<file path="src/rtl/dsau_consts.vh">
// Purpose: Constants for the data-space address unit
// Assumes: 16-bit data addresses, 10-bit program counter
// Notes:   Definitions only
`ifndef DSAU_CONSTS_VH
`define DSAU_CONSTS_VH
// ****************************************
// Data space map
// ****************************************
`define DSAU_REG_BASE   16'h0000
`define DSAU_IO_BASE    16'h0020
`define DSAU_SRAM_BASE  16'h0060
`define DSAU_SRAM_END   16'h00df
`define DSAU_BITIO_LAST 6'h1f
// ****************************************
// Register file pointers
// ****************************************
`define DSAU_PTRA_LO    5'h1a
`define DSAU_PTRB_LO    5'h1c
`define DSAU_PTRC_LO    5'h1e
// ****************************************
// I/O registers
// ****************************************
`define DSAU_OFS_SPL    6'h3d
`define DSAU_OFS_SPH    6'h3e
`define DSAU_OFS_FLAGS  6'h3f
`define DSAU_RST_SPL    8'h00
`define DSAU_RST_SPH    8'h00
`define DSAU_RST_FLAGS  8'h00
// ****************************************
// Address modes
// ****************************************
`define DSAU_M_DIRECT   3'h0
`define DSAU_M_DISP     3'h1
`define DSAU_M_IND      3'h2
`define DSAU_M_PREDEC   3'h3
`define DSAU_M_POSTINC  3'h4
`define DSAU_M_IO       3'h5
// ****************************************
// Program flow operations
// ****************************************
`define DSAU_P_NEXT     2'h0
`define DSAU_P_PTR      2'h1
`define DSAU_P_REL      2'h2
`define DSAU_P_HOLD     2'h3
// ****************************************
// Timing
// ****************************************
`define DSAU_SRAM_CYC   2'h2
`endif

</file>
<file path="src/rtl/dsau_top.v">
// Purpose: Data-space decode, operand address generation and program counter
// Assumes: Inputs synchronous to clock_i; caller holds requests until ready
// Notes:   Register file, I/O bytes at 0x3d..0x3f and SRAM live here
`timescale 1ns/1ps
`include "dsau_consts.vh"

// How it works
// - Low 224 addresses: 96 regs+I/O, 128 SRAM
// - 0x00-0x1f registers, 0x20-0x5f I/O
// - Entries 26..31 form three 16-bit pointers
// - Direct mode uses full 16-bit second word
// - Displacement adds unsigned 6-bit field to b/c
// - Indirect uses pointer unchanged
// - Pre-decrement: decrement, use, keep value
// - Post-increment: use original, then increment
// - I/O direct: 6-bit address plus register
// - Constant fetch: pointer_c word and byte
// - Pointer jump/call loads pc from pointer_c
// - Relative: pc plus offset plus one
// - Register ALU op completes in one cycle
// - SRAM access takes two clock cycles
// - Fetch overlaps execute, one per cycle
// - Core clock from divided oscillator input
// - Bit operations only for I/O 0x00-0x1f
// - Bit ops write back set flags, clearing
// - Program counter 10 bits, 1024 words
module dsau_top #(
  parameter PC_W  = 10,
  parameter CLK_DIV = 1
) (
  input  wire        clock_i,
  input  wire        srst_i,
  input  wire        osc_ce_i,
  input  wire        acc_req_i,
  input  wire [2:0]  acc_mode_i,
  input  wire [1:0]  acc_ptr_i,
  input  wire        acc_we_i,
  input  wire [15:0] acc_direct_i,
  input  wire [5:0]  acc_field_i,
  input  wire [4:0]  acc_reg_i,
  input  wire        bit_req_i,
  input  wire        bit_set_i,
  input  wire [2:0]  bit_num_i,
  input  wire [5:0]  bit_io_i,
  input  wire        alu_req_i,
  input  wire [4:0]  alu_rd_i,
  input  wire [4:0]  alu_rr_i,
  input  wire [2:0]  alu_op_i,
  input  wire        pc_step_i,
  input  wire [1:0]  pc_op_i,
  input  wire [11:0] pc_rel_i,
  input  wire        lpc_req_i,
  input  wire [7:0]  io_rdata_i,
  input  wire [7:0]  w1c_mask_i,
  output wire        acc_ready_o,
  output reg         acc_done_o,
  output reg  [15:0] acc_addr_o,
  output reg  [7:0]  acc_rdata_o,
  output reg         acc_unmapped_o,
  output reg         bit_done_o,
  output reg         bit_value_o,
  output reg         bit_refused_o,
  output reg         io_we_o,
  output reg         io_re_o,
  output reg  [5:0]  io_addr_o,
  output reg  [7:0]  io_wdata_o,
  output reg  [PC_W-1:0] pc_o,
  output reg  [PC_W-1:0] lpc_word_o,
  output reg         lpc_high_o,
  output reg         core_ce_o,
  output reg  [7:0]  core_flags_o,
  output reg  [15:0] stack_ptr_o
);

  // ****************************************
  // Storage
  // ****************************************
  reg  [7:0]  regs [0:31];
  reg  [7:0]  sram [0:127];
  reg  [7:0]  stack_pointer_low;
  reg  [7:0]  stack_pointer_high;
  reg  [7:0]  flags;
  reg  [15:0] div_cnt;
  reg         sram_busy;
  reg  [15:0] sram_addr;
  reg         sram_we;
  reg  [4:0]  sram_reg;
  reg  [15:0] next_addr;
  reg  [15:0] next_ptr;
  reg         ptr_upd;
  reg  [7:0]  alu_res;
  reg  [7:0]  io_rd;
  reg  [7:0]  bit_old;
  wire        ce;
  wire [15:0] ptr_a;
  wire [15:0] ptr_b;
  wire [15:0] ptr_c;
  wire [15:0] ptr_sel;
  wire [4:0]  ptr_lo;
  wire        in_reg;
  wire        in_io;
  wire        in_sram;
  wire [5:0]  io_ofs;
  wire [6:0]  sram_ofs;
  wire [PC_W-1:0] rel_ext;

  // Core clock enable divided from oscillator enable
  assign ce = osc_ce_i & core_ce_o;

  // Pointer pairs from top six register entries
  assign ptr_a = {regs[5'h1b], regs[5'h1a]};
  assign ptr_b = {regs[5'h1d], regs[5'h1c]};
  assign ptr_c = {regs[5'h1f], regs[5'h1e]};
  assign ptr_sel = (acc_ptr_i == 2'h0) ? ptr_a : (acc_ptr_i == 2'h1) ? ptr_b : ptr_c;
  assign ptr_lo  = (acc_ptr_i == 2'h0) ? `DSAU_PTRA_LO :
                   (acc_ptr_i == 2'h1) ? `DSAU_PTRB_LO : `DSAU_PTRC_LO;

  // ****************************************
  // Operand address generation
  // ****************************************
  always @* begin
    next_addr = acc_direct_i;
    next_ptr  = ptr_sel;
    ptr_upd   = 1'b0;
    case (acc_mode_i)
      `DSAU_M_DIRECT: next_addr = acc_direct_i;
      `DSAU_M_DISP: begin
        next_addr = ((acc_ptr_i == 2'h1) ? ptr_b : ptr_c) + {10'h000, acc_field_i};
      end
      `DSAU_M_IND: next_addr = ptr_sel;
      `DSAU_M_PREDEC: begin
        next_addr = ptr_sel - 16'h0001;
        next_ptr  = ptr_sel - 16'h0001;
        ptr_upd   = 1'b1;
      end
      `DSAU_M_POSTINC: begin
        next_addr = ptr_sel;
        next_ptr  = ptr_sel + 16'h0001;
        ptr_upd   = 1'b1;
      end
      `DSAU_M_IO: next_addr = `DSAU_IO_BASE + {10'h000, acc_field_i};
      default: next_addr = acc_direct_i;
    endcase
  end

  // Region decode of the unified data space
  assign in_reg  = (next_addr < `DSAU_IO_BASE);
  assign in_io   = (next_addr >= `DSAU_IO_BASE) && (next_addr < `DSAU_SRAM_BASE);
  assign in_sram = (next_addr >= `DSAU_SRAM_BASE) && (next_addr <= `DSAU_SRAM_END);
  assign io_ofs   = next_addr[5:0] - 6'h20;
  assign sram_ofs = next_addr[6:0] - 7'h60;

  // Local I/O bytes or external I/O read data
  always @* begin
    case (io_ofs)
      `DSAU_OFS_SPL:   io_rd = stack_pointer_low;
      `DSAU_OFS_SPH:   io_rd = stack_pointer_high;
      `DSAU_OFS_FLAGS: io_rd = flags;
      default:         io_rd = io_rdata_i;
    endcase
  end

  // Stall new requests while SRAM second cycle runs
  assign acc_ready_o = ~sram_busy;

  // ALU result for register-register ops
  always @* begin
    case (alu_op_i)
      3'h0: alu_res = regs[alu_rd_i] + regs[alu_rr_i];
      3'h1: alu_res = regs[alu_rd_i] - regs[alu_rr_i];
      3'h2: alu_res = regs[alu_rd_i] & regs[alu_rr_i];
      3'h3: alu_res = regs[alu_rd_i] | regs[alu_rr_i];
      3'h4: alu_res = regs[alu_rd_i] ^ regs[alu_rr_i];
      default: alu_res = regs[alu_rr_i];
    endcase
  end

  // Bit op reads whole register, flags set read as one
  always @* begin
    case (bit_io_i)
      `DSAU_OFS_SPL: bit_old = stack_pointer_low;
      default:       bit_old = io_rdata_i;
    endcase
  end

  assign rel_ext = pc_rel_i[PC_W-1:0];

  // ****************************************
  // Clock divider
  // ****************************************
  always @(posedge clock_i) begin
    if (srst_i) begin
      div_cnt   <= 16'h0000;
      core_ce_o <= 1'b0;
    end else if (osc_ce_i) begin
      if (div_cnt >= CLK_DIV[15:0] - 16'h0001) begin
        div_cnt   <= 16'h0000;
        core_ce_o <= 1'b1;
      end else begin
        div_cnt   <= div_cnt + 16'h0001;
        core_ce_o <= 1'b0;
      end
    end
  end

  // ****************************************
  // Access, ALU and I/O sequencing
  // ****************************************
  always @(posedge clock_i) begin : seq
    integer k;
    if (srst_i) begin
      stack_pointer_low            <= `DSAU_RST_SPL;
      stack_pointer_high            <= `DSAU_RST_SPH;
      flags          <= `DSAU_RST_FLAGS;
      sram_busy      <= 1'b0;
      sram_addr      <= 16'h0000;
      sram_we        <= 1'b0;
      sram_reg       <= 5'h00;
      acc_done_o     <= 1'b0;
      acc_addr_o     <= 16'h0000;
      acc_rdata_o    <= 8'h00;
      acc_unmapped_o <= 1'b0;
      bit_done_o     <= 1'b0;
      bit_value_o    <= 1'b0;
      bit_refused_o  <= 1'b0;
      io_we_o        <= 1'b0;
      io_re_o        <= 1'b0;
      io_addr_o      <= 6'h00;
      io_wdata_o     <= 8'h00;
      for (k = 0; k < 32; k = k + 1) begin
        regs[k] <= 8'h00;
      end
    end else if (ce) begin
      acc_done_o     <= 1'b0;
      acc_unmapped_o <= 1'b0;
      bit_done_o     <= 1'b0;
      bit_refused_o  <= 1'b0;
      io_we_o        <= 1'b0;
      io_re_o        <= 1'b0;
      // Single-cycle register ALU op
      if (alu_req_i) begin
        regs[alu_rd_i] <= alu_res;
      end
      if (sram_busy) begin
        // Second SRAM cycle completes the access
        sram_busy  <= 1'b0;
        acc_done_o <= 1'b1;
        if (sram_we) begin
          sram[sram_addr[6:0] - 7'h60] <= regs[sram_reg];
        end else begin
          acc_rdata_o    <= sram[sram_addr[6:0] - 7'h60];
          regs[sram_reg] <= sram[sram_addr[6:0] - 7'h60];
        end
      end else if (acc_req_i) begin
        acc_addr_o <= next_addr;
        if (ptr_upd) begin
          regs[ptr_lo]        <= next_ptr[7:0];
          regs[ptr_lo + 5'h1] <= next_ptr[15:8];
        end
        if (in_sram) begin
          sram_busy <= 1'b1;
          sram_addr <= next_addr;
          sram_we   <= acc_we_i;
          sram_reg  <= acc_reg_i;
        end else if (in_reg) begin
          acc_done_o <= 1'b1;
          if (acc_we_i) begin
            regs[next_addr[4:0]] <= regs[acc_reg_i];
          end else begin
            acc_rdata_o    <= regs[next_addr[4:0]];
            regs[acc_reg_i] <= regs[next_addr[4:0]];
          end
        end else if (in_io) begin
          acc_done_o <= 1'b1;
          io_addr_o  <= io_ofs;
          io_wdata_o <= regs[acc_reg_i];
          if (acc_we_i) begin
            case (io_ofs)
              `DSAU_OFS_SPL:   stack_pointer_low   <= regs[acc_reg_i];
              `DSAU_OFS_SPH:   stack_pointer_high   <= regs[acc_reg_i];
              `DSAU_OFS_FLAGS: flags <= regs[acc_reg_i];
              default:         io_we_o <= 1'b1;
            endcase
          end else begin
            io_re_o         <= 1'b1;
            acc_rdata_o     <= io_rd;
            regs[acc_reg_i] <= io_rd;
          end
        end else begin
          // Outside the 224-byte map: refused, no data effect; pre/post pointer update still done
          acc_done_o     <= 1'b1;
          acc_unmapped_o <= 1'b1;
          acc_rdata_o    <= 8'h00;
        end
      end else if (bit_req_i) begin
        bit_done_o <= 1'b1;
        if (bit_io_i > `DSAU_BITIO_LAST) begin
          bit_refused_o <= 1'b1;
        end else begin
          io_addr_o   <= bit_io_i;
          io_re_o     <= 1'b1;
          bit_value_o <= bit_old[bit_num_i];
          // Whole register rewritten; set flags go back as ones
          io_we_o    <= 1'b1;
          io_wdata_o <= bit_set_i ? (bit_old | (8'h01 << bit_num_i)) :
                        (bit_old & ~(8'h01 << bit_num_i)) | (bit_old & w1c_mask_i);
        end
      end
    end
  end

  // ****************************************
  // Program counter and constant fetch
  // ****************************************
  always @(posedge clock_i) begin
    if (srst_i) begin
      pc_o       <= {PC_W{1'b0}};
      lpc_word_o <= {PC_W{1'b0}};
      lpc_high_o <= 1'b0;
    end else if (ce) begin
      if (pc_step_i) begin
        case (pc_op_i)
          `DSAU_P_NEXT: pc_o <= pc_o + {{(PC_W-1){1'b0}}, 1'b1};
          `DSAU_P_PTR:  pc_o <= ptr_c[PC_W-1:0];
          `DSAU_P_REL:  pc_o <= pc_o + rel_ext + {{(PC_W-1){1'b0}}, 1'b1};
          default:      pc_o <= pc_o;
        endcase
      end
      if (lpc_req_i) begin
        lpc_word_o <= ptr_c[PC_W:1];
        lpc_high_o <= ptr_c[0];
      end
    end
  end

  // Registered views of the core I/O bytes
  always @(posedge clock_i) begin
    if (srst_i) begin
      core_flags_o <= 8'h00;
      stack_ptr_o  <= 16'h0000;
    end else if (osc_ce_i) begin
      core_flags_o <= flags;
      stack_ptr_o  <= {stack_pointer_high, stack_pointer_low};
    end
  end

endmodule // dsau_top

</file>
<file path="config.mk">
export PLATFORM = sky130hd
export DESIGN_NAME = dsau_top
export DESIGN_NICKNAME = d
export VERILOG_FILES = /design/src/rtl/dsau_top.v
export VERILOG_INCLUDE_DIRS = /design/src /design/src/rtl
export SDC_FILE = /design/constraint.sdc
export NUM_CORES = 2
export LEC_CHECK = 0
export ABC_AREA = 0
export BUFFER_PORTS_ARGS = -buffer_cell sky130_fd_sc_hd__buf_4
export CORE_MARGIN = 2
export CORE_UTILIZATION = 45
export CTS_CLUSTER_SIZE = 30
export DETAILED_ROUTE_END_ITERATION = 12
export SLEW_MARGIN = 5
export SYNTH_ARGS = -nofsm -noshare
export SYNTH_HDL_FRONTEND = slang
export SYNTH_SLANG_ARGS = --single-unit
</file>
<file path="constraint.sdc">
create_clock -name clock_i -period 6.9 [get_ports clock_i]
set_input_delay 0.69 -clock clock_i [delete_from_list [all_inputs] [get_ports clock_i]]
set_output_delay 0.69 -clock clock_i [all_outputs]
set_load 0.01 [all_outputs]
</file>
## Word level (Yosys, flattened, before mapping)

Memory sizes are Yosys's and may differ from the RTL's. A register that Yosys moved wholly into a read port is not among the register bits.
Cells that the tools add are included.

| storage, ports and cells | value |
|---|---|
| output and inout port bits | 92 |
| input bits | 94 |
| word-level logic and storage cells | 247 |
| memories | 2 |
| bits in registers | 145 |
| bits in writable memories | 1280 |

| operators by class | value |
|---|---|
| multiplexer cells | 132 |
| $lt $le $gt $ge | 8 |
| bitwise logic cells | 15 |
| equality and inequality tests | 24 |
| add/sub/neg operators | 13 |
| shift-type cells | 1 |
| reduce and logical (&&, ||, !) cells | 27 |

Memories:

| memory | depth | bits a word | rd ports | clocked after memory_dff | write ports | RTL line | text |
|---|---|---|---|---|---|---|---|
| sram | 128 | 8 | 1 | 0 | 1 | dsau_top.v:79 | `reg [7:0] sram [0:127];` |
| regs | 32 | 8 | 11 | 1 | 32 | dsau_top.v:78 | `reg [7:0] regs [0:31];` |

Operators with widths:

| operator | number |
|---|---|
| $mux 8 | 23 |
| $mux 1 | 84 |
| $pmux 16 s4 | 1 |
| $mux 16 | 3 |
| $reduce_or 8->1 | 6 |
| $mux 5 | 8 |
| $pmux 8 s5 | 1 |
| $mux 6 | 6 |
| $add 16x1->16 const B | 2 |
| $pmux 16 s2 | 1 |
| $pmux 10 s3 | 1 |
| $and 8x8->8 | 3 |
| $eq 6x6->1 const B | 4 |
| $or 8x8->8 | 3 |
| $pmux 8 s3 | 1 |
| $reduce_and 8->1 | 3 |
| $add 10x1->10 const B | 2 |
| $add 16x6->16 | 1 |
| $ge 16x1->1 const B | 1 |
| $ge 16x6->1 const B | 1 |
| $ge 16x7->1 const B | 1 |
| $le 16x8->1 const B | 1 |
| $lt 16x6->1 const B | 1 |
| $lt 16x7->1 const B | 1 |
| other kinds (40) | 61 |

## Longest topological paths before layout

| depth | value |
|---|---|
| word-level depth | 18 |
| depth in mapped cells | 25 |
| gate-level depth less buffers | 20 |

## Worst setup path after synthesis

OpenSTA, ideal clock, no wires.

| path | value |
|---|---|
| path kind | input to register |
| start | input acc_ptr_i[0] |
| end | memory regs[23][0], enable pin |
| setup time | 0.328 ns |
| data arrival time | 5.971 ns |
| required time | 6.572 ns |
| slack | 0.600 ns |
| stages | 21 |
| buffers on the path | 7 |
| cells stage by stage | buf_4 nand2b_1 buf_2 buf_1 clkbuf_1 mux2_2 ha_1 clkbuf_1 a21o_1 a21oi_1 o21ai_1 and3_1 a2111oi_0 o2bb2ai_1 or4_1 buf_2 nor3_4 buf_2 nand3b_1 a21oi_4 or4_1 |

RTL lines:

| item | RTL line | text |
|---|---|---|
| from (decl) | dsau_top.v:36 | `input wire [1:0] acc_ptr_i,` |
| to (decl) | dsau_top.v:78 |  |

==> results.json <==
{
  "status": "completed",
  "startpoint_type": "flip-flop",
  "drive_above_1_share": 0.219,
  "worstHoldPathCells": 3,
  "dpl_cell_area_um2": 80100,
  "dr_total_vias": 58600,
  "worst_setup_path_end_kind": "flip-flop",
  "preCtsSetupSlack_ns": 0.458,
  "dpl.hpwl_um": 220000,
  "wl_um": 323000,
  "power.share.clock": 0.399,
  "portion_of_total_power_attributed_to_combinational_logic": 0.124,
  "timing.critical_path.fanout_max": 10,
  "die_area_um2": 170000,
  "pins_over_their_slew_limit": 0,
  "timing.max_slew.rel_slack": 0.162,
  "pwr_density_cell_nw_per_um2": 235,
  "ir_drop_mv": 0.260,
  "syn_to_final_growth_pct": 13.2,
  "globalplace.congestion": 1.07,
  "path_clk_slew_ns": 0.06,
  "synth_area_per_inst_um2": 12.6,
  "net-switching-power_mw": 5.37,
  "hold_violations": 0,
  "maximum_number_of_pins_on_one_net_before_global_route_repair": 99,
  "sequentialPowerShare": 0.477,
  "post_synth_instance_area_um2": 75000,
  "share_of_synthesized_registers_carrying_an_async_set_or_reset": 0,
  "yosys_register_bits": 1414,
  "power.switching_fraction": 0.269,
  "synth_ff_type": "edfxtp_1",
  "synthesis.yosys.warnings": 0,
  "synth_enable_flop_cells": 1280,
  "final.setup.worst_slack_ns": 0.818,
  "chipWidth_um": 412,
  "tritoncts.num_buffers": 152,
  "tightestPinTransition_ns": 1.25,
  "yosys.area.top_type": "edfxtp_1",
  "yosysSeqAreaShare": 0.548,
  "buffer_ports.inserted": 183,
  "nFillCells": 14300,
  "area_of_the_core_um2": 165000,
  "netlist_top_cells_count": "edfxtp_1, nand2_1, nor2_1",
  "wl_per_cell_um": 38.6,
  "core.rowCount": 149,
  "cts_setup_buffers": 0,
  "cts-hold-fix-buffers": 0,
  "ant_nets": 0,
  "leakage_nw": 28.1,
  "floorplan.initialDensity": 0.454,
  "cts_tree": "yes",
  "syn_inst": 5947,
  "hp-class": "input pin to flip-flop",
  "fin_skew_ns": 0.0692,
  "clock_path_buffers": 3,
  "finish.cell_count_without_fillers": 8380,
  "cp_data_required_time_ns": 7.32,
  "synthesis.nets": 6093,
  "fin_nets": 6228,
  "h-tree-depth": 4,
  "cap_viol_max_count": 0,
  "drt_iter0_drc": 8761,
  "cts-resized-gates": 0,
  "drtPass1Iterations": 8,
  "clockRootBuffer": "clkbuf_16",
  "timing.setup.critical_path_class": "flip-flop to flip-flop",
  "tns_ns": 0,
  "num_io_pins": 186,
  "timing.fmax_ghz": 0.164,
  "finalCritPeriodShare": 0.881,
  "netlist-cell-type-count": 97,
  "grt_pass1_wl_um": 444000,
  "antenna_found_initial": 11,
  "grt_remaining_overflow": 0,
  "synth_area_leaders": "edfxtp_1, mux4_2, mux2i_1",
  "grt_setup_unrepaired": "false",
  "die_height_um": 412,
  "rr_worst_depth": 18,
  "internal_power_mw": 14.6,
  "drt-vias-per-instance": 7.00,
  "cts.sinks": 1414,
  "yosys.cell_count.top_type": "edfxtp_1",
  "vias_in_the_first_global_route": 55300,
  "grt_usage": 0.375,
  "critical_path_arrival_ns": 6.51,
  "period_needed_ns": 6.08,
  "post-synth-top-area-fraction": 0.513,
  "setup_violations": 0,
  "finalInstanceArea_um2": 84900,
  "clkLatencyLatePin_ns": 0.82,
  "largest_register_ff_count": 1029,
  "post-route-drc-count": 0,
  "place_inst": 8117,
  "multi_input_comb_area_um2": 32000,
  "seq_area_um2": 41100
}
## metal layers
layer | track usage | part of all wire | vias up
met5 | 0 | 0.00015 | -
met4 | 0.231 | 0.075 | 8
met3 | 0.0916 | 0.11 | 901
met2 | 0.574 | 0.45 | 4096
met1 | 0.479 | 0.37 | 29700
li1 | - | - | 23900
## layout by cell type (no fill, tap or decap), types with 25 or more instances in the layout
| cell | n |
|---|---|
| buf_4 | 441 |
| nand2_1 | 590 |
| a31oi_1 | 55 |
| inv_1 | 48 |
| clkinv_1 | 30 |
| nand3_1 | 133 |
| a21oi_1 | 255 |
| clkbuf_1 | 28 |
| a2bb2oi_1 | 25 |
| dfxtp_1 | 126 |
| mux4_2 | 346 |
| and3_1 | 49 |
| o21ai_0 | 146 |
| a22o_1 | 33 |
| o211ai_1 | 37 |
| clkbuf_16 | 153 |
| nor3_1 | 81 |
| a211oi_1 | 36 |
| o22ai_1 | 145 |
| nor2_1 | 499 |
| or4_1 | 34 |
| o22a_1 | 48 |
| a221oi_1 | 160 |
| buf_12 | 35 |
| edfxtp_1 | 1280 |
| ha_1 | 49 |
| a221o_1 | 37 |
| mux2i_1 | 340 |
| mux2_2 | 207 |
| a22oi_1 | 218 |
| nand4_1 | 35 |
## layout make-up
cell class,instances,share of cell area
antenna,2,0.0000590
clock buffer,187,0.0473
clock inverter,74,0.00904
inverter,56,0.00249
multi-input combinational,3981,0.377
sequential,1414,0.485
tap,2189,0.0323
timing repair buffer,477,0.0474
## power groups by stage
stage	clock [mW]	sequential [mW]	combinational (mW)
after floorplan	0	9.59	1.25
after global placement	0	9.67	2.37
after detailed placement	0	9.67	2.37
after CTS	8.01	9.49	2.38
after global routing	8.32	9.50	2.52
final	7.95	9.51	2.48
## stage by stage
| step | hold WS (ns) | util | power [mW] |
|---|---|---|---|
| 2_1_floorplan | 0.476 | - | 10.8 |
| 3_3_place_gp | 0.442 | 0.485 | 12.0 |
| 3_5_place_dp | 0.448 | 0.485 | 12.0 |
| 4_1_cts | 0.181 | 0.514 | 19.9 |
| 5_1_grt | 0.202 | 0.514 | 20.3 |
| 6_report | 0.204 | 0.514 | 19.9 |
## cell families after synthesis
kind of cell / Yosys count / synth area share
adder cells (fa/ha/maj): 52 / 0.00898
XOR/XNOR: 36 / 0.00421
flip-flops: 1414 / 0.548
AO/OA/AOI/OAI: 1387 / 0.130
AND/OR/NAND/NOR: 1599 / 0.0956
multiplexers: 907 / 0.183
buffers and inverters: 552 / 0.0292
## worst paths after layout
path | startpoint | endpoint | slack, ns
setup / recovery | regs[30][0]$_DFFE_PP_ | regs[7][4]$_DFFE_PP_ | 0.82
hold / removal | acc_we_i | sram_we$_SDFFE_PP0P_ | 0.20
setup reg to reg | regs[30][0]$_DFFE_PP_ | regs[7][4]$_DFFE_PP_ | 0.82
hold reg to reg | io_wdata_o[5]$_SDFFE_PP0P_ | io_wdata_o[5]$_SDFFE_PP0P_ | 0.45
## critical path, cell delays in order, from the launching register on
cell and delay (ns):
edfxtp_1 0.48, buf_4 0.24, mux2_2 0.17, ha_1 0.17, inv_1 0.06, fa_1 0.43
nor2b_1 0.24, o21bai_1 0.13, a211oi_1 0.31, xnor2_1 0.11, a221o_1 0.39, a21o_1 0.19
o21a_1 0.28, nor2_1 0.28, buf_4 0.22, and3_1 0.57, nand3_1 0.40, a21oi_2 0.57
or4_1 0.42
No activity file was read; power rests on OpenSTA's default activity.
